`src/logic/lcgs_defs.svh`:
```
// register offsets, field positions and reset values of the gate input select stage
`ifndef LCGS_DEFS_SVH
`define LCGS_DEFS_SVH

// ----------------------------------------------------------------------------
// register offsets
// ----------------------------------------------------------------------------
`define LCGS_OFS_GATE0      4'h0
`define LCGS_OFS_GATE1      4'h1
`define LCGS_OFS_GATE2      4'h2
`define LCGS_OFS_POLARITY   4'h3
`define LCGS_OFS_IN1_SRC    4'h4
`define LCGS_OFS_IN2_SRC    4'h5
`define LCGS_OFS_IN3_SRC    4'h6
`define LCGS_OFS_IN4_SRC    4'h7

// ----------------------------------------------------------------------------
// field layout
// ----------------------------------------------------------------------------
// within a term pair the true select sits one above the inverted select
`define LCGS_TRUE_BIT       1
`define LCGS_INV_BIT        0
`define LCGS_NUM_GATES      3
`define LCGS_NUM_INPUTS     4
`define LCGS_SRC_W          6
`define LCGS_NUM_SRC        64

// ----------------------------------------------------------------------------
// reset values
// ----------------------------------------------------------------------------
`define LCGS_RDATA_RST      8'h00
`define LCGS_GATE_RST       3'h0
`define LCGS_DIN_RST        4'h0

`endif

```
`src/logic/lcgs_pkg.sv`:
```
// types shared by the gate input select stage
`default_nettype none
`include "lcgs_defs.svh"

package lcgs_pkg;

    typedef logic [7:0]                   lcgs_byte_t;
    typedef logic [`LCGS_SRC_W-1:0]       lcgs_src_sel_t;
    typedef logic [`LCGS_NUM_SRC-1:0]     lcgs_src_bus_t;
    typedef logic [`LCGS_NUM_INPUTS-1:0]  lcgs_din_t;
    typedef logic [`LCGS_NUM_GATES-1:0]   lcgs_gates_t;

endpackage

`default_nettype wire

```
`src/logic/lcgs_gate.sv`:
```
// one gate: OR of the selected true and inverted data terms, then polarity
`timescale 1ns/1ps
`default_nettype none
`include "lcgs_defs.svh"

module lcgs_gate
    import lcgs_pkg::*;
(
    input  wire lcgs_byte_t  sel,
    input  wire lcgs_din_t   din,
    input  wire logic        invert,
    output logic             gate_out
);

    lcgs_din_t true_term;
    lcgs_din_t inv_term;

    // ------------------------------------------------------------------------
    // term selection, pair k holds input k+1
    // ------------------------------------------------------------------------
    for (genvar k = 0; k < `LCGS_NUM_INPUTS; k++)
    begin : g_term
        assign true_term[k] = sel[2*k+`LCGS_TRUE_BIT] & din[k];
        assign inv_term[k]  = sel[2*k+`LCGS_INV_BIT] & ~din[k];
    end

    // empty selection gives zero before polarity
    assign gate_out = ((|true_term) | (|inv_term)) ^ invert;

endmodule // lcgs_gate

`default_nettype wire

```
`src/logic/lcgs_top.sv`:
```
// register bank, input source muxes and three term-select gates of a logic cell
//
// Operation
// - gate 0 select: four true/inverted pairs
// - gate 1 select: same pair layout
// - gate 2 select: same pair layout
// - true bit set routes input uninverted
// - inverted bit set routes input complement
// - selects read/write, unaffected by ordinary reset
// - each data input picked by 6-bit source
// - polarity bit inverts gate output
//
// Our own choices: the plain strobed port and the register addresses.
`timescale 1ns/1ps
`default_nettype none
`include "lcgs_defs.svh"

module lcgs_top
    import lcgs_pkg::*;
(
    input  wire logic           clk,
    input  wire logic           rst_n,
    input  wire logic [3:0]     addr,
    input  wire lcgs_byte_t     wr_data,
    input  wire logic           wr_en,
    input  wire logic           rd_en,
    output lcgs_byte_t          rd_data,
    input  wire lcgs_src_bus_t  src_bus,
    output lcgs_din_t           cell_data_in,
    output lcgs_gates_t         gate_out
);

    // ------------------------------------------------------------------------
    // configuration registers
    // ------------------------------------------------------------------------
    // no reset on purpose: contents survive every reset but power-up
    lcgs_byte_t     gate_sel_q [`LCGS_NUM_GATES];
    lcgs_gates_t    gate_pol_q;
    lcgs_src_sel_t  src_sel_q  [`LCGS_NUM_INPUTS];

    lcgs_byte_t     rd_data_d;
    lcgs_byte_t     rd_data_q;
    lcgs_din_t      din;
    lcgs_din_t      din_q;
    lcgs_gates_t    gate_d;
    lcgs_gates_t    gate_q;

    always_ff @(posedge clk)
    begin
        if (wr_en)
        begin
            case (addr)
                `LCGS_OFS_GATE0:    gate_sel_q[0] <= wr_data;
                `LCGS_OFS_GATE1:    gate_sel_q[1] <= wr_data;
                `LCGS_OFS_GATE2:    gate_sel_q[2] <= wr_data;
                `LCGS_OFS_POLARITY: gate_pol_q    <= wr_data[`LCGS_NUM_GATES-1:0];
                `LCGS_OFS_IN1_SRC:  src_sel_q[0]  <= wr_data[`LCGS_SRC_W-1:0];
                `LCGS_OFS_IN2_SRC:  src_sel_q[1]  <= wr_data[`LCGS_SRC_W-1:0];
                `LCGS_OFS_IN3_SRC:  src_sel_q[2]  <= wr_data[`LCGS_SRC_W-1:0];
                `LCGS_OFS_IN4_SRC:  src_sel_q[3]  <= wr_data[`LCGS_SRC_W-1:0];
                default:            ;
            endcase
        end
    end

    // ------------------------------------------------------------------------
    // read port
    // ------------------------------------------------------------------------
    always_comb
    begin
        rd_data_d = `LCGS_RDATA_RST;
        if (rd_en)
        begin
            case (addr)
                `LCGS_OFS_GATE0:    rd_data_d = gate_sel_q[0];
                `LCGS_OFS_GATE1:    rd_data_d = gate_sel_q[1];
                `LCGS_OFS_GATE2:    rd_data_d = gate_sel_q[2];
                `LCGS_OFS_POLARITY: rd_data_d = {5'h0, gate_pol_q};
                `LCGS_OFS_IN1_SRC:  rd_data_d = {2'h0, src_sel_q[0]};
                `LCGS_OFS_IN2_SRC:  rd_data_d = {2'h0, src_sel_q[1]};
                `LCGS_OFS_IN3_SRC:  rd_data_d = {2'h0, src_sel_q[2]};
                `LCGS_OFS_IN4_SRC:  rd_data_d = {2'h0, src_sel_q[3]};
                default:            rd_data_d = `LCGS_RDATA_RST;
            endcase
        end
    end

    // data stands only in the cycle after the strobe
    always_ff @(posedge clk)
    begin
        if (!rst_n)
            rd_data_q <= `LCGS_RDATA_RST;
        else
            rd_data_q <= rd_data_d;
    end

    assign rd_data = rd_data_q;

    // ------------------------------------------------------------------------
    // data input source muxes
    // ------------------------------------------------------------------------
    for (genvar i = 0; i < `LCGS_NUM_INPUTS; i++)
    begin : g_src
        assign din[i] = src_bus[src_sel_q[i]];
    end

    // ------------------------------------------------------------------------
    // gates
    // ------------------------------------------------------------------------
    for (genvar g = 0; g < `LCGS_NUM_GATES; g++)
    begin : g_gate
        lcgs_gate i_lcgs_gate (
            .sel      (gate_sel_q[g]),
            .din      (din),
            .invert   (gate_pol_q[g]),
            .gate_out (gate_d[g])
        );
    end

    // registered so every output leaves straight from a flop; costs one cycle
    always_ff @(posedge clk)
    begin
        if (!rst_n)
        begin
            din_q  <= `LCGS_DIN_RST;
            gate_q <= `LCGS_GATE_RST;
        end
        else
        begin
            din_q  <= din;
            gate_q <= gate_d;
        end
    end

    assign cell_data_in = din_q;
    assign gate_out     = gate_q;

    // ------------------------------------------------------------------------
    // checks
    // ------------------------------------------------------------------------
    chk_gate0_store: assert property (
        @(posedge clk) disable iff (!rst_n)
        (wr_en && addr == `LCGS_OFS_GATE0) |=> gate_sel_q[0] == $past(wr_data))
        else $error("gate 0 select did not take write data");

    chk_gate1_store: assert property (
        @(posedge clk) disable iff (!rst_n)
        (wr_en && addr == `LCGS_OFS_GATE1) |=> gate_sel_q[1] == $past(wr_data))
        else $error("gate 1 select did not take write data");

    chk_gate2_store: assert property (
        @(posedge clk) disable iff (!rst_n)
        (wr_en && addr == `LCGS_OFS_GATE2) |=> gate_sel_q[2] == $past(wr_data))
        else $error("gate 2 select did not take write data");

    chk_true_term_route: assert property (
        @(posedge clk) disable iff (!rst_n)
        (gate_sel_q[0] == 8'h80 && !gate_pol_q[0]) |=> gate_out[0] == $past(din[3]))
        else $error("true term of input 4 not routed into gate 0");

    chk_inv_term_route: assert property (
        @(posedge clk) disable iff (!rst_n)
        (gate_sel_q[1] == 8'h01 && !gate_pol_q[1]) |=> gate_out[1] == !$past(din[0]))
        else $error("inverted term of input 1 not routed into gate 1");

    chk_gate_readback: assert property (
        @(posedge clk) disable iff (!rst_n)
        (wr_en && addr == `LCGS_OFS_GATE2) ##1 (rd_en && addr == `LCGS_OFS_GATE2 && !wr_en)
        |=> rd_data == $past(wr_data, 2))
        else $error("gate 2 select read back wrong value");

    chk_src_mux: assert property (
        @(posedge clk) disable iff (!rst_n)
        src_sel_q[2] == $past(src_sel_q[2]) |=> cell_data_in[2] == $past(src_bus[src_sel_q[2]]))
        else $error("data input 3 not taken from selected source");

    chk_pol_invert: assert property (
        @(posedge clk) disable iff (!rst_n)
        (gate_pol_q[2] && gate_sel_q[2] == 8'h20) |=> gate_out[2] == !$past(din[2]))
        else $error("gate 2 polarity did not invert output");

    chk_empty_gate: assert property (
        @(posedge clk) disable iff (!rst_n)
        (gate_sel_q[0] == 8'h00 && !gate_pol_q[0]) [*2] |-> gate_out[0] == 1'b0)
        else $error("gate 0 with no terms is not zero");

    chk_read_one_cycle: assert property (
        @(posedge clk) disable iff (!rst_n)
        !rd_en |=> rd_data == `LCGS_RDATA_RST)
        else $error("read data stands longer than one cycle");

    chk_pol_store: assert property (
        @(posedge clk) disable iff (!rst_n)
        (wr_en && addr == `LCGS_OFS_POLARITY) |=> gate_pol_q == $past(wr_data[2:0]))
        else $error("polarity register did not take write data");

    chk_src_store: assert property (
        @(posedge clk) disable iff (!rst_n)
        (wr_en && addr == `LCGS_OFS_IN1_SRC) |=> src_sel_q[0] == $past(wr_data[5:0]))
        else $error("source select of input 1 did not take write data");

    chk_both_terms: assert property (
        @(posedge clk) disable iff (!rst_n)
        (gate_sel_q[2] == 8'h0c && !gate_pol_q[2]) |=> gate_out[2] == 1'b1)
        else $error("true and inverted terms together do not give one");

    chk_all_true: assert property (
        @(posedge clk) disable iff (!rst_n)
        (gate_sel_q[2] == 8'haa && !gate_pol_q[2]) |=> gate_out[2] == $past(|din))
        else $error("gate 2 with all true terms is not the or of inputs");

    chk_unmapped_read: assert property (
        @(posedge clk) disable iff (!rst_n)
        (rd_en && addr > `LCGS_OFS_IN4_SRC) |=> rd_data == `LCGS_RDATA_RST)
        else $error("unmapped read returned nonzero data");

    chk_unmapped_write: assert property (
        @(posedge clk) disable iff (!rst_n)
        (wr_en && addr > `LCGS_OFS_IN4_SRC)
        |=> $stable(gate_sel_q[0]) && $stable(gate_sel_q[1]) && $stable(gate_sel_q[2]))
        else $error("unmapped write disturbed a gate select");

    // no disable here: this one watches the reset itself
    chk_outputs_reset: assert property (
        @(posedge clk)
        !rst_n |=> gate_out == `LCGS_GATE_RST && cell_data_in == `LCGS_DIN_RST
                   && rd_data == `LCGS_RDATA_RST)
        else $error("outputs not cleared by reset");

endmodule // lcgs_top

`default_nettype wire

```
`config.mk`:
```
export PLATFORM = sky130hd
export DESIGN_NAME = lcgs_top
export DESIGN_NICKNAME = d
export VERILOG_FILES = /design/src/logic/lcgs_pkg.sv /design/src/logic/lcgs_gate.sv /design/src/logic/lcgs_top.sv
export VERILOG_INCLUDE_DIRS = /design/src /design/src/logic
export SDC_FILE = /design/constraint.sdc
export NUM_CORES = 1
export LEC_CHECK = 0
export CAP_MARGIN = 10
export CORE_UTILIZATION = 66
export CTS_BUF_LIST = sky130_fd_sc_hd__clkbuf_4 sky130_fd_sc_hd__clkbuf_8
export DETAILED_ROUTE_END_ITERATION = 12
export DONT_BUFFER_PORTS = 1
export GPL_TIMING_DRIVEN = 0
export PLACE_DENSITY = 0.91
export SLEW_MARGIN = 40
export SYNTH_ARGS = -nofsm -noshare
export SYNTH_HDL_FRONTEND = slang
export SYNTH_SLANG_ARGS = --single-unit
```
`constraint.sdc`:
```
create_clock -name clk -period 5.84 [get_ports clk]
set_input_delay 0.584 -clock clk [delete_from_list [all_inputs] [get_ports clk]]
set_output_delay 0.584 -clock clk [all_outputs]
set_load 0.02 [all_outputs]
```
==> impl_metrics.json, run 1 <==
{
  "synth_ff_type": "edfxtp_1",
  "die_x_um": 89.5,
  "synth_common_cells": "65 x mux2i_1, 51 x edfxtp_1, 37 x nor2_1",
  "worst_pin_slew_ps": 697,
  "finalSetupViolations": 0,
  "path_cells": "clkbuf_1, clkbuf_1, nand2b_1, a211oi_1, nor4b_1, nor4_1, a2bb2oi_2, mux2i_1, nand4_1, mux2i_1",
  "crit_slowest_cell": "nor4b_1",
  "dr.first_iter.drc_count": 681,
  "synth_area_um2": 5050,
  "synth.area.top_cells": "edfxtp_1 30%, mux4_2 16%, mux2i_1 13%",
  "dr.pass1.iters": 6,
  "n_antenna_cell": 0,
  "r2r-start": "src_sel_q[1][0]",
  "slew_viol_final": 0,
  "rsz0062_at_grt": "no",
  "critical_path_class": "register to register",
  "num_rows": 31,
  "grt_pass1_wl_mm": 22.1,
  "synth_area_per_cell_um2": 11.6,
  "die_area_um2": 8010,
  "p_leak_uw": 0.00196,
  "yosys_warnings": 0,
  "hold_buffers": 0,
  "vias": 4304,
  "ir_drop_uv": 321,
  "max_slew_margin": 0.534,
  "setup_tns_ps": 0,
  "period_needed_ps": 3250,
  "clkLatencyLatePin_ps": 350,
  "cts_tree": "yes",
  "startpoint": "src_sel_q[1][0]",
  "seq_area_frac_synth": 0.362,
  "layout-drive-gt1-share": 0.200,
  "clockBufferDepth": 2,
  "ctsResizeCount": 0,
  "synth_nets": 517,
  "place.gp.congestion": 0.998,
  "hold_start": "addr[3]",
  "skew_ps": 12.7,
  "cts_made_buffers": 9,
  "grt_pass1_vias": 4138,
  "yosys_register_bits": 66,
  "track_usage": 0.394,
  "synth_top_area_share": 0.303,
  "crit_path_start_kind": "register",
  "synthDistinctLibCells": 59,
  "fin_cells": 554,
  "post_cts_buffers": 0,
  "synth_edf_count": 51,
  "status": "completed",
  "critPathTopFamily": "simple AND/OR/NAND/NOR gates",
  "antenna_found_initial": 0,
  "cts_root_buf": "clkbuf_8",
  "clock-sinks": 66,
  "areaGrowthSynthToFinish_pct": 7.52,
  "arrival_ps": 3500,
  "synth_area_leader_cell": "edfxtp_1",
  "hold_violations": 0,
  "initial_core_util": 0.690,
  "grt_max_degree": 14,
  "post_drt_via_cell_ratio": 7.77,
  "wl_mm": 15.2,
  "required_ps": 6080,
  "dp_hpwl_mm": 11.3,
  "hp-class": "input port to register",
  "overflow": 0,
  "core_um2": 7330,
  "power_density_nw_per_um2": 204,
  "fin_nets": 530,
  "cts_max_level": 3,
  "crit_buf_inv": 2,
  "io_pins": 95,
  "crit_fanout": 10,
  "critPathMaxStageDelay_ps": 500,
  "ant_nets": 0,
  "crit_path_end_kind": "register",
  "ys_async_sr_fraction": 0,
  "drc": 0,
  "max_freq_mhz": 307,
  "wire_per_inst_um": 27.4,
  "max_cap_violations": 0,
  "dp_cells": 538,
  "synthCells": 437,
  "yosysMostFrequentCell": "mux2i_1",
  "clk_pin_slew_worst_paths_ps": 80,
  "die_h_um": 89.5,
  "port-buffer-count": 0,
  "fin_crit_sh": 0.557
}
per-layer routing:
metal	up-vias	GRT usage	part of all wire
li1	1771	-	-
met1	2033	0.491	0.34
met2	411	0.600	0.46
met3	89	0.136	0.15
met4	0	0.227	0.057
met5	-	0	0
cell type report:
type,instances,area (um^2)
timing repair buffer,2,10.0
clock buffer,9,124
multi-input combinational,329,3020
tap,99,124
inverter,5,18.8
buffer,37,209
sequential,66,1830
clock inverter,7,100
fill,497,1900
metrics by stage:
step / hold WS, ps / cell area, um^2 / worst slack, ps / power, uW / util
floorplan: 472 / 5050 / 3100 / 652 / -
global placement: 491 / 5180 / 2470 / 681 / 0.706
detailed placement: 501 / 5200 / 2760 / 684 / 0.710
CTS: 295 / 5430 / 2750 / 1110 / 0.740
global route: 295 / 5440 / 2460 / 1140 / 0.741
finish: 298 / 5440 / 2590 / 1110 / 0.741
final timing paths:
path	to	depth (start not counted)	slack, ps
worst max-delay path	gate_out[0]	10	2590
worst min-delay path	rd_data[1]	1	300
worst min register to register	rd_data[7]	2	510
worst max register to register	gate_out[0]	10	2590
flip-flops by register name (all words and copies together) (netlist names):
name and count:
cell_data_in 4, gate_out 3, gate_pol_q 3, gate_sel_q 24, rd_data 8, src_sel_q 24
cells in the final DEF (no fill, tap or decap), types with 3 or more instances in the layout:
cell type	n
mux4_2	36
nand3_1	12
nor3_1	8
mux4_1	7
o22ai_1	3
a211oi_1	5
clkbuf_8	12
o21ai_0	3
buf_1	4
nor4_1	6
a31oi_1	3
nand2b_1	7
a22oi_1	13
buf_2	11
nand2_1	27
nand4_1	8
inv_1	5
edfxtp_1	51
a311oi_1	4
nor2b_1	19
o211ai_1	3
mux2i_1	65
nor2_1	37
a2bb2oi_1	3
dfxtp_1	15
clkbuf_1	16
mux2_2	11
a21oi_1	11
cells by family (layout without fill, tap and decap cells):
family                 Yosys count  after routing  synth area share
buffers and inverters           42             60            0.0450
and+or+nand+nor                145            145             0.147
AOI/OAI and AO/OA               64             64            0.0931
DFF                             66             66             0.362
muxes                          120            120             0.353
power breakdown:
part           switching (uW)  internal [uW]  leakage [uW]  total, uW
sequential               12.4            517      0.000584        529
clock                     188            244      0.000114        432
combinational            74.4           75.1       0.00127        149
(Power assumes the default switching activity.)
==> run 2, diff against run 1 <==
Settings changed: CORE_UTILIZATION 66 to 60, PLACE_DENSITY 0.91 to 0.88.
Clock period 5.84 ns to 2.87 ns, I/O delays scaled along.
==> impl_metrics.json, run 2 (synthesis results as in run 1) <==
{
  "status": "completed",
  "cts_max_level": 3,
  "ant_nets": 0,
  "max_cap_violations": 0,
  "p_leak_uw": 0.00199,
  "clockBufferDepth": 2,
  "nFillCells": 606,
  "crit_slowest_cell": "edfxtp_1",
  "p_total_uw": 2240,
  "fin_crit_sh": 0.977,
  "initial_core_util": 0.618,
  "cts_tree": "yes",
  "crit_buf_inv": 2,
  "port-buffer-count": 0,
  "drc": 0,
  "cpMostUsedCell": "mux2i_1",
  "dr.first_iter.drc_count": 654,
  "placedInstanceArea_um2": 5210,
  "dr_wl_met2_mm": 7.20,
  "io_pins": 95,
  "clkLatencyLatePin_ps": 350,
  "fin_cells": 560,
  "wl_met3_mm": 2.09,
  "highest_layer": "met4",
  "crit_fanout": 10,
  "wl_met1_mm": 5.47,
  "power_density_nw_per_um2": 408,
  "cts_root_buf": "clkbuf_8",
  "num_rows": 33,
  "place.gp.congestion": 0.967,
  "core_um2": 8180,
  "layout-drive-gt1-share": 0.218,
  "r2r-end": "gate_out[1]",
  "worst_pin_slew_ps": 739,
  "rsz0062_at_grt": "yes",
  "final_common_cell": "mux2i_1",
  "final_cell_mix": "65 x mux2i_1, 51 x edfxtp_1, 37 x nor2_1",
  "path_cells": "clkbuf_4, clkbuf_4, mux4_2, mux2i_1, nor3_1, nor4_2, a2bb2oi_2, mux2i_1, nand4_1, mux2i_1",
  "hold_violations": 0,
  "reg2reg_slack_ps": 70,
  "critPathMaxStageDelay_ps": 390,
  "grt_max_degree": 13,
  "wire_per_inst_um": 28.1,
  "clk_pin_slew_worst_paths_ps": 80,
  "die_area_um2": 8800,
  "die_h_um": 93.8,
  "clock-sinks": 66,
  "crit_path_end_kind": "register",
  "regArea_um2": 1830,
  "fin_nets": 530,
  "fin_util": 0.673,
  "cts_made_buffers": 9,
  "wl_mm": 15.7,
  "vias": 4322,
  "max_freq_mhz": 357,
  "overflow": 0,
  "track_usage": 0.367,
  "skew_ps": 13.3,
  "grt_pass1_vias": 4242,
  "antenna_found_initial": 0,
  "endpoint": "gate_out[1]",
  "max_slew_margin": 0.505,
  "startpoint": "src_sel_q[1][1]",
  "dr.pass1.iters": 5,
  "ir_drop_uv": 490,
  "critical_path_class": "register to register",
  "die_x_um": 93.8,
  "grt_pass1_wl_mm": 23.2,
  "hp-class": "input port to register",
  "post_drt_via_cell_ratio": 7.72,
  "crit_path_start_kind": "register",
  "finalSetupViolations": 0,
  "required_ps": 3110,
  "worst-path-stages": 10,
  "n_antenna_cell": 0,
  "multi_input_area_um2": 3050,
  "r2r-start": "src_sel_q[1][1]",
  "period_needed_ps": 2800,
  "hold_buffers": 0,
  "dp_cells": 543,
  "areaGrowthSynthToFinish_pct": 8.81,
  "arrival_ps": 3040,
  "rr_worst_depth": 10,
  "fin_area_um2": 5500,
  "critPathTopFamily": "multiplexers",
  "dp_hpwl_mm": 11.6,
  "slew_viol_final": 0,
  "setup_tns_ps": 0
}
[run 2: area by class of cell]
cell class | instances | share of cell area
timing repair buffer | 3 | 0.00364
sequential | 66 | 0.333
tap | 105 | 0.0239
clock buffer | 9 | 0.0225
buffer | 36 | 0.0416
inverter | 5 | 0.00341
multi-input combinational | 329 | 0.555
clock inverter | 7 | 0.0171
[run 2: report_power, final]
group	switching, uW	internal (uW)	total [uW]
Combinational	157	157	313
Sequential	25.8	1050	1080
Clock	365	487	852
[run 2: stage by stage]
step	setup slack [ps]	hold slack, ps
after global routing	-6.53	16.0
final	66.3	21.6
after global placement	-130	374
after CTS	5.28	15.8
after detailed placement	-283	374
after floorplan	432	365
[run 2: worst min-delay path by stage]
stage          slack [ps]     from  depth (start not counted)         end
3_5_place_dp          370  addr[3]                          1  rd_data[1]
2_1_floorplan         370  addr[3]                          1  rd_data[1]
4_1_cts                20  addr[3]                          1  rd_data[1]
3_3_place_gp          370  addr[3]                          1  rd_data[1]
5_1_grt                20  addr[3]                          1  rd_data[1]
6_report               20  addr[3]                          1  rd_data[1]
[run 2: layer usage]
layer / vias up / GRT usage
met5: - / 0
met4: 0 / 0.209
met3: 97 / 0.105
met2: 417 / 0.561
met1: 2044 / 0.467
li1: 1764 / -
[run 2: what timing repair did]
item,CTS,global route
pin swaps,0,2
resized for setup,8,9
buffers inserted,1,1
setup endpoints to repair,3,3
